`src/logic/pin_qual_pkg.sv`:
```
// constants for the pin input qualifier: register map, field positions, filter counts
// assumes a 16-bit data-space register port on the device clock
package pin_qual_pkg;
	// pin vector layout
	localparam int unsigned NUM_PINS = 11;
	localparam int unsigned CAP_LO = 0;
	localparam int unsigned XINT_LO = 6;
	localparam int unsigned ADC_SOC_IDX = 8;
	localparam int unsigned PDP_LO = 9;
	// register offsets
	localparam logic [15:0] SYSTEM_CONTROL_TWO_ADDR = 16'h7019;
	localparam logic [15:0] COMPARE_CONTROL_A_ADDR = 16'h7f00;
	localparam logic [15:0] COMPARE_CONTROL_B_ADDR = 16'h7f01;
	// field positions
	localparam int unsigned WIDTH_SEL_BIT = 6;
	localparam int unsigned HIGHZ_BIT = 4;
	localparam int unsigned PDP_STATUS_BIT = 8;
	localparam logic [7:0] SCR2_WRITABLE = 8'hff;
	// reset values
	localparam logic [7:0] SCR2_RESET = 8'h00;
	// filter lengths in clock edges
	localparam logic [3:0] SHORT_EDGES = 4'h6;
	localparam logic [3:0] LONG_EDGES = 4'hc;
endpackage

```
`src/logic/qual_link_if.sv`:
```
// carrier between the register front end and the filter bank
// assumes both ends share core_clk
`timescale 1ns/1ps
interface qual_link_if;
	logic long_sel;
	logic [pin_qual_pkg::NUM_PINS-1:0] raw;
	logic [pin_qual_pkg::NUM_PINS-1:0] qual;
	modport front (output long_sel, output raw, input qual);
	modport bank (input long_sel, input raw, output qual);
endinterface

```
`src/logic/input_filter_bank.sv`:
```
// per-pin synchroniser and stability counter for every qualified pin
// assumes raw pins are sampled on core_clk; ce low freezes all state
`timescale 1ns/1ps
module input_filter_bank (
	// clock and reset
	input wire logic core_clk,
	input wire logic nrst,
	input wire logic ce,
	// link to front end
	qual_link_if.bank link
);
	logic [3:0] limit;

	assign limit = link.long_sel ? pin_qual_pkg::LONG_EDGES : pin_qual_pkg::SHORT_EDGES;

	genvar i;
	generate
		for (i = 0; i < pin_qual_pkg::NUM_PINS; i++) begin : g_pin
			logic meta;
			logic samp;
			logic [3:0] cnt;
			logic q;
			always_ff @(posedge core_clk or negedge nrst) begin
				if (!nrst) begin
					meta <= 1'b0;
					samp <= 1'b0;
				end else if (ce) begin
					meta <= link.raw[i];
					samp <= meta;
				end
			end
			// level passes only after limit edges
			always_ff @(posedge core_clk or negedge nrst) begin
				if (!nrst) begin
					cnt <= 4'h0;
					q <= 1'b0;
				end else if (ce) begin
					if (samp == q) begin
						cnt <= 4'h0;
					end else if (cnt >= limit - 4'h1) begin
						// >= keeps a shortened setting from stranding a long count
						cnt <= 4'h0;
						q <= samp;
					end else begin
						cnt <= cnt + 4'h1;
					end
				end
			end
			assign link.qual[i] = q;
		end
	endgenerate
endmodule

```
`src/logic/pin_input_qualifier.sv`:
```
// pin input qualifier: register front end, filter bank, qualified outputs
// assumes pins and register strobes are synchronous to core_clk
// assumes the internal consumers take the qualified levels on the same clock
//
// Operation
// - capture, interrupt, adc start and drive protect pins are all qualified
// - internal level changes only after 6 or 12 stable edges
// - system control two bit 6 picks 6 edges when clear, 12 when set
// - drive protect levels readable at bit 8 of compare control registers
`timescale 1ns/1ps
module pin_input_qualifier (
	// clock and reset
	input wire logic core_clk,
	input wire logic nrst,
	input wire logic ce,
	// register port
	input wire logic [15:0] reg_addr,
	input wire logic reg_wr,
	input wire logic reg_rd,
	input wire logic [15:0] reg_wdata,
	output logic [15:0] reg_rdata,
	output logic reg_rvalid,
	// raw pins
	input wire logic [5:0] capture_inputs,
	input wire logic [1:0] external_interrupt_inputs,
	input wire logic adc_start_pin,
	input wire logic [1:0] power_drive_protect_inputs,
	// qualified levels to internal logic
	output logic [5:0] capture_qual,
	output logic [1:0] external_interrupt_qual,
	output logic adc_start_qual,
	output logic [1:0] power_drive_protect_qual,
	// system control outputs
	output logic qualifier_width_select,
	output logic ext_memory_highz_control
);
	qual_link_if link ();

	// address decode results
	logic hit_scr2;
	logic hit_cmp_a;
	logic hit_cmp_b;
	logic scr2_wr;
	logic rd_taken;
	logic [7:0] next_scr2;

	// register image; each field is its own flop group
	logic width_sel_q;
	logic highz_q;
	logic [7:0] spare_bits;
	logic [7:0] system_control_two;

	// read source
	typedef enum {
		SEL_NONE,
		SEL_SCR2,
		SEL_CMP_A,
		SEL_CMP_B
	} rd_sel_t;
	rd_sel_t rd_sel;
	logic [15:0] next_rdata;

	// all documented pins enter the filter
	assign link.raw = {power_drive_protect_inputs, adc_start_pin, external_interrupt_inputs, capture_inputs};

	assign link.long_sel = width_sel_q;

	// one shared carrier keeps raw and filtered vectors aligned bit for bit
	input_filter_bank u_bank (
		.core_clk(core_clk),
		.nrst(nrst),
		.ce(ce),
		.link(link)
	);

	// outputs are the filtered flops only
	assign capture_qual = link.qual[pin_qual_pkg::CAP_LO +: 6];
	assign external_interrupt_qual = link.qual[pin_qual_pkg::XINT_LO +: 2];
	assign adc_start_qual = link.qual[pin_qual_pkg::ADC_SOC_IDX];
	assign power_drive_protect_qual = link.qual[pin_qual_pkg::PDP_LO +: 2];

	// address decode; unmapped offsets hit nothing
	always_comb begin
		hit_scr2 = 1'b0;
		hit_cmp_a = 1'b0;
		hit_cmp_b = 1'b0;
		case (reg_addr)
			pin_qual_pkg::SYSTEM_CONTROL_TWO_ADDR: begin
				hit_scr2 = 1'b1;
			end
			pin_qual_pkg::COMPARE_CONTROL_A_ADDR: begin
				hit_cmp_a = 1'b1;
			end
			pin_qual_pkg::COMPARE_CONTROL_B_ADDR: begin
				hit_cmp_b = 1'b1;
			end
			default: begin
				hit_scr2 = 1'b0;
				hit_cmp_a = 1'b0;
				hit_cmp_b = 1'b0;
			end
		endcase
	end

	// strobes only act while the clock enable lets state move
	assign scr2_wr = ce && reg_wr && hit_scr2;
	assign rd_taken = ce && reg_rd;
	// bits above 7 do not exist and are dropped here
	assign next_scr2 = reg_wdata[7:0] & pin_qual_pkg::SCR2_WRITABLE;

	always_ff @(posedge core_clk or negedge nrst) begin
		if (!nrst) begin
			width_sel_q <= pin_qual_pkg::SCR2_RESET[pin_qual_pkg::WIDTH_SEL_BIT];
		end else if (scr2_wr) begin
			width_sel_q <= next_scr2[pin_qual_pkg::WIDTH_SEL_BIT];
		end
	end

	// bit stored as written; keeping it zero is software's duty
	always_ff @(posedge core_clk or negedge nrst) begin
		if (!nrst) begin
			highz_q <= pin_qual_pkg::SCR2_RESET[pin_qual_pkg::HIGHZ_BIT];
		end else if (scr2_wr) begin
			highz_q <= next_scr2[pin_qual_pkg::HIGHZ_BIT];
		end
	end

	// remaining bits only store and read back
	always_ff @(posedge core_clk or negedge nrst) begin
		if (!nrst) begin
			spare_bits <= pin_qual_pkg::SCR2_RESET;
		end else if (scr2_wr) begin
			spare_bits <= next_scr2;
		end
	end

	// fields merged back into the readable image
	// merging here keeps the read view in one place as fields are added
	always_comb begin
		system_control_two = spare_bits;
		system_control_two[pin_qual_pkg::WIDTH_SEL_BIT] = width_sel_q;
		system_control_two[pin_qual_pkg::HIGHZ_BIT] = highz_q;
	end

	// control outputs straight from their field flops
	assign qualifier_width_select = width_sel_q;
	assign ext_memory_highz_control = highz_q;

	// one status word per compare control register
	// status shows the filtered level, so a glitch never reaches software
	genvar ch;
	generate
		for (ch = 0; ch < 2; ch++) begin : g_status
			logic [15:0] view;
			always_comb begin
				view = 16'h0000;
				view[pin_qual_pkg::PDP_STATUS_BIT] = link.qual[pin_qual_pkg::PDP_LO + ch];
			end
		end
	endgenerate

	// read source select; offsets are distinct, so the order is moot
	always_comb begin
		rd_sel = SEL_NONE;
		if (hit_scr2) begin
			rd_sel = SEL_SCR2;
		end else if (hit_cmp_a) begin
			rd_sel = SEL_CMP_A;
		end else if (hit_cmp_b) begin
			rd_sel = SEL_CMP_B;
		end else begin
			rd_sel = SEL_NONE;
		end
	end

	always_comb begin
		next_rdata = 16'h0000;
		case (rd_sel)
			SEL_SCR2: begin
				next_rdata = {8'h00, system_control_two};
			end
			SEL_CMP_A: begin
				next_rdata = g_status[0].view;
			end
			SEL_CMP_B: begin
				next_rdata = g_status[1].view;
			end
			default: begin
				next_rdata = 16'h0000;
			end
		endcase
	end

	// valid pulse follows every taken read, mapped or not
	always_ff @(posedge core_clk or negedge nrst) begin
		if (!nrst) begin
			reg_rvalid <= 1'b0;
		end else if (ce) begin
			reg_rvalid <= reg_rd;
		end
	end

	// read data holds until the next taken read; unmapped reads return zero
	always_ff @(posedge core_clk or negedge nrst) begin
		if (!nrst) begin
			reg_rdata <= 16'h0000;
		end else if (rd_taken) begin
			reg_rdata <= next_rdata;
		end
	end
endmodule

```
`config.mk`:
```
export PLATFORM = sky130hd
export DESIGN_NAME = pin_input_qualifier
export DESIGN_NICKNAME = d
export VERILOG_FILES = /design/src/logic/pin_qual_pkg.sv /design/src/logic/qual_link_if.sv /design/src/logic/input_filter_bank.sv /design/src/logic/pin_input_qualifier.sv
export SDC_FILE = /design/constraint.sdc
export NUM_CORES = 1
export LEC_CHECK = 0
export BUFFER_PORTS_ARGS = -buffer_cell sky130_fd_sc_hd__buf_2
export CORE_ASPECT_RATIO = 1.1
export CORE_UTILIZATION = 35
export CTS_CLUSTER_SIZE = 30
export DETAILED_ROUTE_END_ITERATION = 7
export PLACE_DENSITY = 0.65
export SLEW_MARGIN = 30
export SYNTH_ARGS = -nofsm -noshare
export SYNTH_HDL_FRONTEND = slang
export SYNTH_SLANG_ARGS = --single-unit
```
`constraint.sdc`:
```
create_clock -name core_clk -period 2.5 [get_ports core_clk]
set_clock_uncertainty 0.05 [all_clocks]
set_input_delay 0.25 -clock core_clk [delete_from_list [all_inputs] [get_ports core_clk]]
set_output_delay 0.25 -clock core_clk [all_outputs]
set_load 0.1 [all_outputs]
```
Word-level counts from Yosys, hierarchy flattened
Cells that the tools add are included.
{"block": "totals", "elab_cells": 144, "output_inout_bits": 30, "regBits": 104, "in_bits": 48}
{"block": "classes", "magnitude_cmp": 11, "eq_ne": 17, "n_bitwise": 11, "muxes": 30, "n_reduce_logical": 14, "add_sub_neg": 12}
{"cell": "4-bit two-way mux", "count": 23}
{"cell": "16-bit by 15-bit equality test with 1-bit output, second input constant", "count": 3}
{"cell": "4-bit by 1-bit adder with 4-bit output, second input constant", "count": 11}
{"cell": "4-bit >= comparator", "count": 11}
{"cell": "3-bit AND reduction", "count": 11}
{"cell": "9-bit one-hot mux with 3 select lines", "count": 1}
{"cell": "1-bit equality test", "count": 11}
{"cell": "1-bit NOT", "count": 11}
{"cell": "2-bit two-way mux", "count": 3}
{"cell": "2-bit equality test, second input constant", "count": 2}
{"cell": "4-bit by 1-bit subtractor with 4-bit output, second input constant", "count": 1}
{"cell": "1-bit logical AND", "count": 3}
{"cell": "1-bit two-way mux", "count": 3}
{"cell": "2-bit by 1-bit equality test with 1-bit output, second input constant", "count": 1}

Longest topological paths before layout
{"block": "depth", "ltp_word": 7, "depth_mapped": 6, "depth_no_buf": 6}

Hierarchy
Synthesis repeated with hierarchy kept, for this count alone.
{"block": "hier_totals", "cells_unflattened": 454, "hier_area_um2": 5118.7}
{"module": "input_filter_bank", "cells_per_inst": 392, "n_inst": 1, "area_each_um2": 4292.9, "seq_area_each_um2": 1926.8}
{"module": "pin_input_qualifier", "cells_per_inst": 62, "n_inst": 1, "area_each_um2": 825.8, "seq_area_each_um2": 450.4}

Worst setup path before layout
OpenSTA, ideal clock, no wires.
{"block": "synth_timing", "path_kind": "flip-flop to flip-flop", "start": "reg spare_bits[6] (netlist name)", "end": "reg u_bank.g_pin[1].cnt[3]", "required_time_ns": 2.367, "arrival_time_ns": 3.130, "path_stages_with_launch": 7, "setup_ns": 0.083, "n_path_buf": 0, "synth_period_minus_slack_ns": 3.263, "slack_ns": -0.763, "path_cell_list": "dfrtp_1 -> inv_1 -> ha_1 -> a211o_1 -> a211oi_1 -> a21oi_1 -> o21ai_0"}
{"element": "to (signal assigned)", "line_no": "input_filter_bank.sv:45", "text": "cnt <= cnt + 4'h1;"}
{"element": "to (decl)", "line_no": "input_filter_bank.sv:21", "text": "logic [3:0] cnt;"}

==> flow_summary.ini <==
[synthesis]
synthArstFlopShare = 1.000
synth_compound_area_frac = 0.1452
synth-seq-cells = 95
synth_top_area_share = 0.4699
synth_top_family_by_area = compound AO/OA/AOI/OAI gates
muxShareOfSynthArea = 0.1106
synth_top_flop_cell = dfrtp_1
synth_area_leaders = dfrtp_1 47%, ha_1 11%, mux2_2 10%
synthDistinctLibCells = 39
synth-xor-area-share = 0.01905
yosys.area.top_type = dfrtp_1
yosys.area_share.simple = 0.09226
yosys_warnings = 0
synth_edf_count = 0
netlist_area_um2 = 5059
synthAdderAreaFrac = 0.1088
syn_inst = 459
synth_seq_area_share = 0.4699
avgSynthCellArea_um2 = 11.02

[setup_path]
slowest_delay_ns = 0.49
critPathRequiredTime_ns = 2.72
critical_path_arrival_ns = 2.52
path_cells = clkinvlp_4, buf_4, ha_1, a211o_1, a211oi_1, nand2_1, o22ai_1
startpoint_type = flip-flop
critPathMaxFanout = 22
cp_top_family = compound AO/OA/AOI/OAI gates
crit_path_end_kind = flip-flop
critPathSlowestCell = dfrtp_4
r2r_cells = 7
worstSetupPathType = flip-flop to flip-flop
cp.depth = 7
critical_path_buf_inv_count = 2

[detailed_routing]
drt_pass1_iterations = 4
dr.first_iter.drc_count = 185
finalWirelength_um = 9218
via_per_inst = 5.086
drc = 0
wire_per_inst_um = 12.98
ant_nets = 0
vias = 3611

[finish]
fill_cells = 1326
final_util = 0.4209
syn_to_final_growth_pct = 16.18
layout_common_cells = 94 x dfrtp_1, 61 x buf_2, 47 x mux2_2
layout-drive-gt1-share = 0.2720
stdcell_area_um2 = 5877
insertedDiodeCount = 0
final_common_cell = dfrtp_1
fin_nets = 609

[global_routing]
grt_pass1_wl_um = 15660
grt_pass1_vias = 3532
grt_overflow = 0
track_usage = 0.1347
grt_max_degree = 96
antenna_found_initial = 0

[cts]
clk_latency_ns = 0.35
post_cts_buffers = 0
hold_buffers = 1
post_cts_resized = 0
cts_root_buf = clkbuf_16
clkSinkCount = 95
tritoncts = done
cts.path.max_buffers = 2
cts_max_level = 3
worst_setup_hold_path_clk_slew_ns = 0.07
cts_made_buffers = 9

[floorplan]
die_width_um = 116.6
floorplan.initialDensity = 0.3623
fp-row-count = 45
die_area_um2 = 14940
die_height_um = 128.1
ioPinCount = 78
coreArea_um2 = 13960

[power_and_ir_drop]
cellPowerDensity_nw_per_um2 = 1022
p_leak_nw = 2.819
vdd_drop_max_v = 0.0005746

[min_path]
hp-class = primary input to flip-flop
holdPathStages = 2

[placed_design]
port_buffers = 62
pre_cts_slack_ns = 0.2214
postPlaceCellArea_um2 = 5548
dp_hpwl_um = 6309
gp_congestion = 0.7124

[sta]
relSlewSlack = 0.6457
fin_crit_ns = 2.302
finalSetupViolations = 0
setup_ws_ns = 0.1980
tns_ns = 0
final_max_slew_viol_count = 0
hold_viol_final = 0
timing.fmax_mhz = 434.4
period_share = 0.9208
tightest_slew_ns = 0.5286
rsz0062_at_grt = false

[outcome]
outcome = finished clean

[flow_run]
cap_violations = 0
## layer usage
layer,vias up,wire length [um],part of all wire,global-route usage
met5,-,0,0,0
met4,0,145,0.016,0.04765
met3,13,508,0.055,0.04823
met2,80,4316,0.47,0.2273
met1,1762,4247,0.46,0.1563
li1,1756,-,-,-
## registers in the layout (all words and copies together) (netlist names)
signal / cells
u_bank.g_pin.cnt: 44
reg_rvalid: 1
spare_bits: 8
u_bank.g_pin.meta: 11
u_bank.g_pin.samp: 11
u_bank.g_pin.q: 11
reg_rdata: 9
## Yosys cell counts (10+ instances only)
library cell,count
dfrtp_1,95
clkbuf_1,11
a211oi_1,11
mux2_2,47
a21oi_1,13
o21ai_0,40
o2bb2ai_1,10
inv_1,25
nand3_1,19
a22o_1,13
buf_4,17
nor2_1,17
nand2_1,26
ha_1,44
## stage by stage
step	power [W]	hold WS, ns	cells
finish	0.006007	0.08029	710
global route	0.006448	0.07093	710
CTS	0.006089	0.06499	710
detailed placement	0.004608	0.3010	693
global placement	0.004481	0.2942	693
floorplan	0.004233	-0.09559	465
## power breakdown
part	switching [W]	internal, W	leakage (nW)
registers	0.000373	0.00191	1.23
logic	0.00146	0.000821	1.44
clock network	0.000584	0.000857	0.147
## kinds of logic (layout without fill, tap and decap cells)
family | count (synthesis) | in the layout
mux | 50 | 50
fa+ha+maj | 44 | 44
simple gates | 92 | 92
other cells | 1 | 7
flops | 95 | 95
xor+xnor | 11 | 11
compound gates | 111 | 111
buf+inv | 55 | 112
## path summary, 6_finish.rpt
| kind | startpoint | slack [ns] | endpoint |
|---|---|---|---|
| setup / recovery | spare_bits[6] | 0.20 | u_bank.g_pin[5].cnt[3] |
| hold / removal | reg_wdata[4] | 0.08 | spare_bits[4] |
| setup reg to reg | spare_bits[6] | 0.20 | u_bank.g_pin[5].cnt[3] |
| hold reg to reg | reg_rdata[8] | 0.42 | reg_rdata[8] |
| max in group asynchronous | nrst | 1.54 | u_bank.g_pin[7].cnt[1] |
| min in group asynchronous | nrst | 0.42 | u_bank.g_pin[9].cnt[2] |
## final cells by class
class / count / area [um^2] / area share
multi-input cells: 315 / 2449 / 0.4166
flip-flops and latches: 95 / 2381 / 0.4052
repair buffers: 71 / 395.4 / 0.06728
clock buffers: 12 / 266.5 / 0.04535
well taps: 188 / 235.2 / 0.04003
inverters: 25 / 97.59 / 0.01661
clock inverters: 4 / 52.55 / 0.008942
Note: power is estimated with default switching activity, not from simulation.
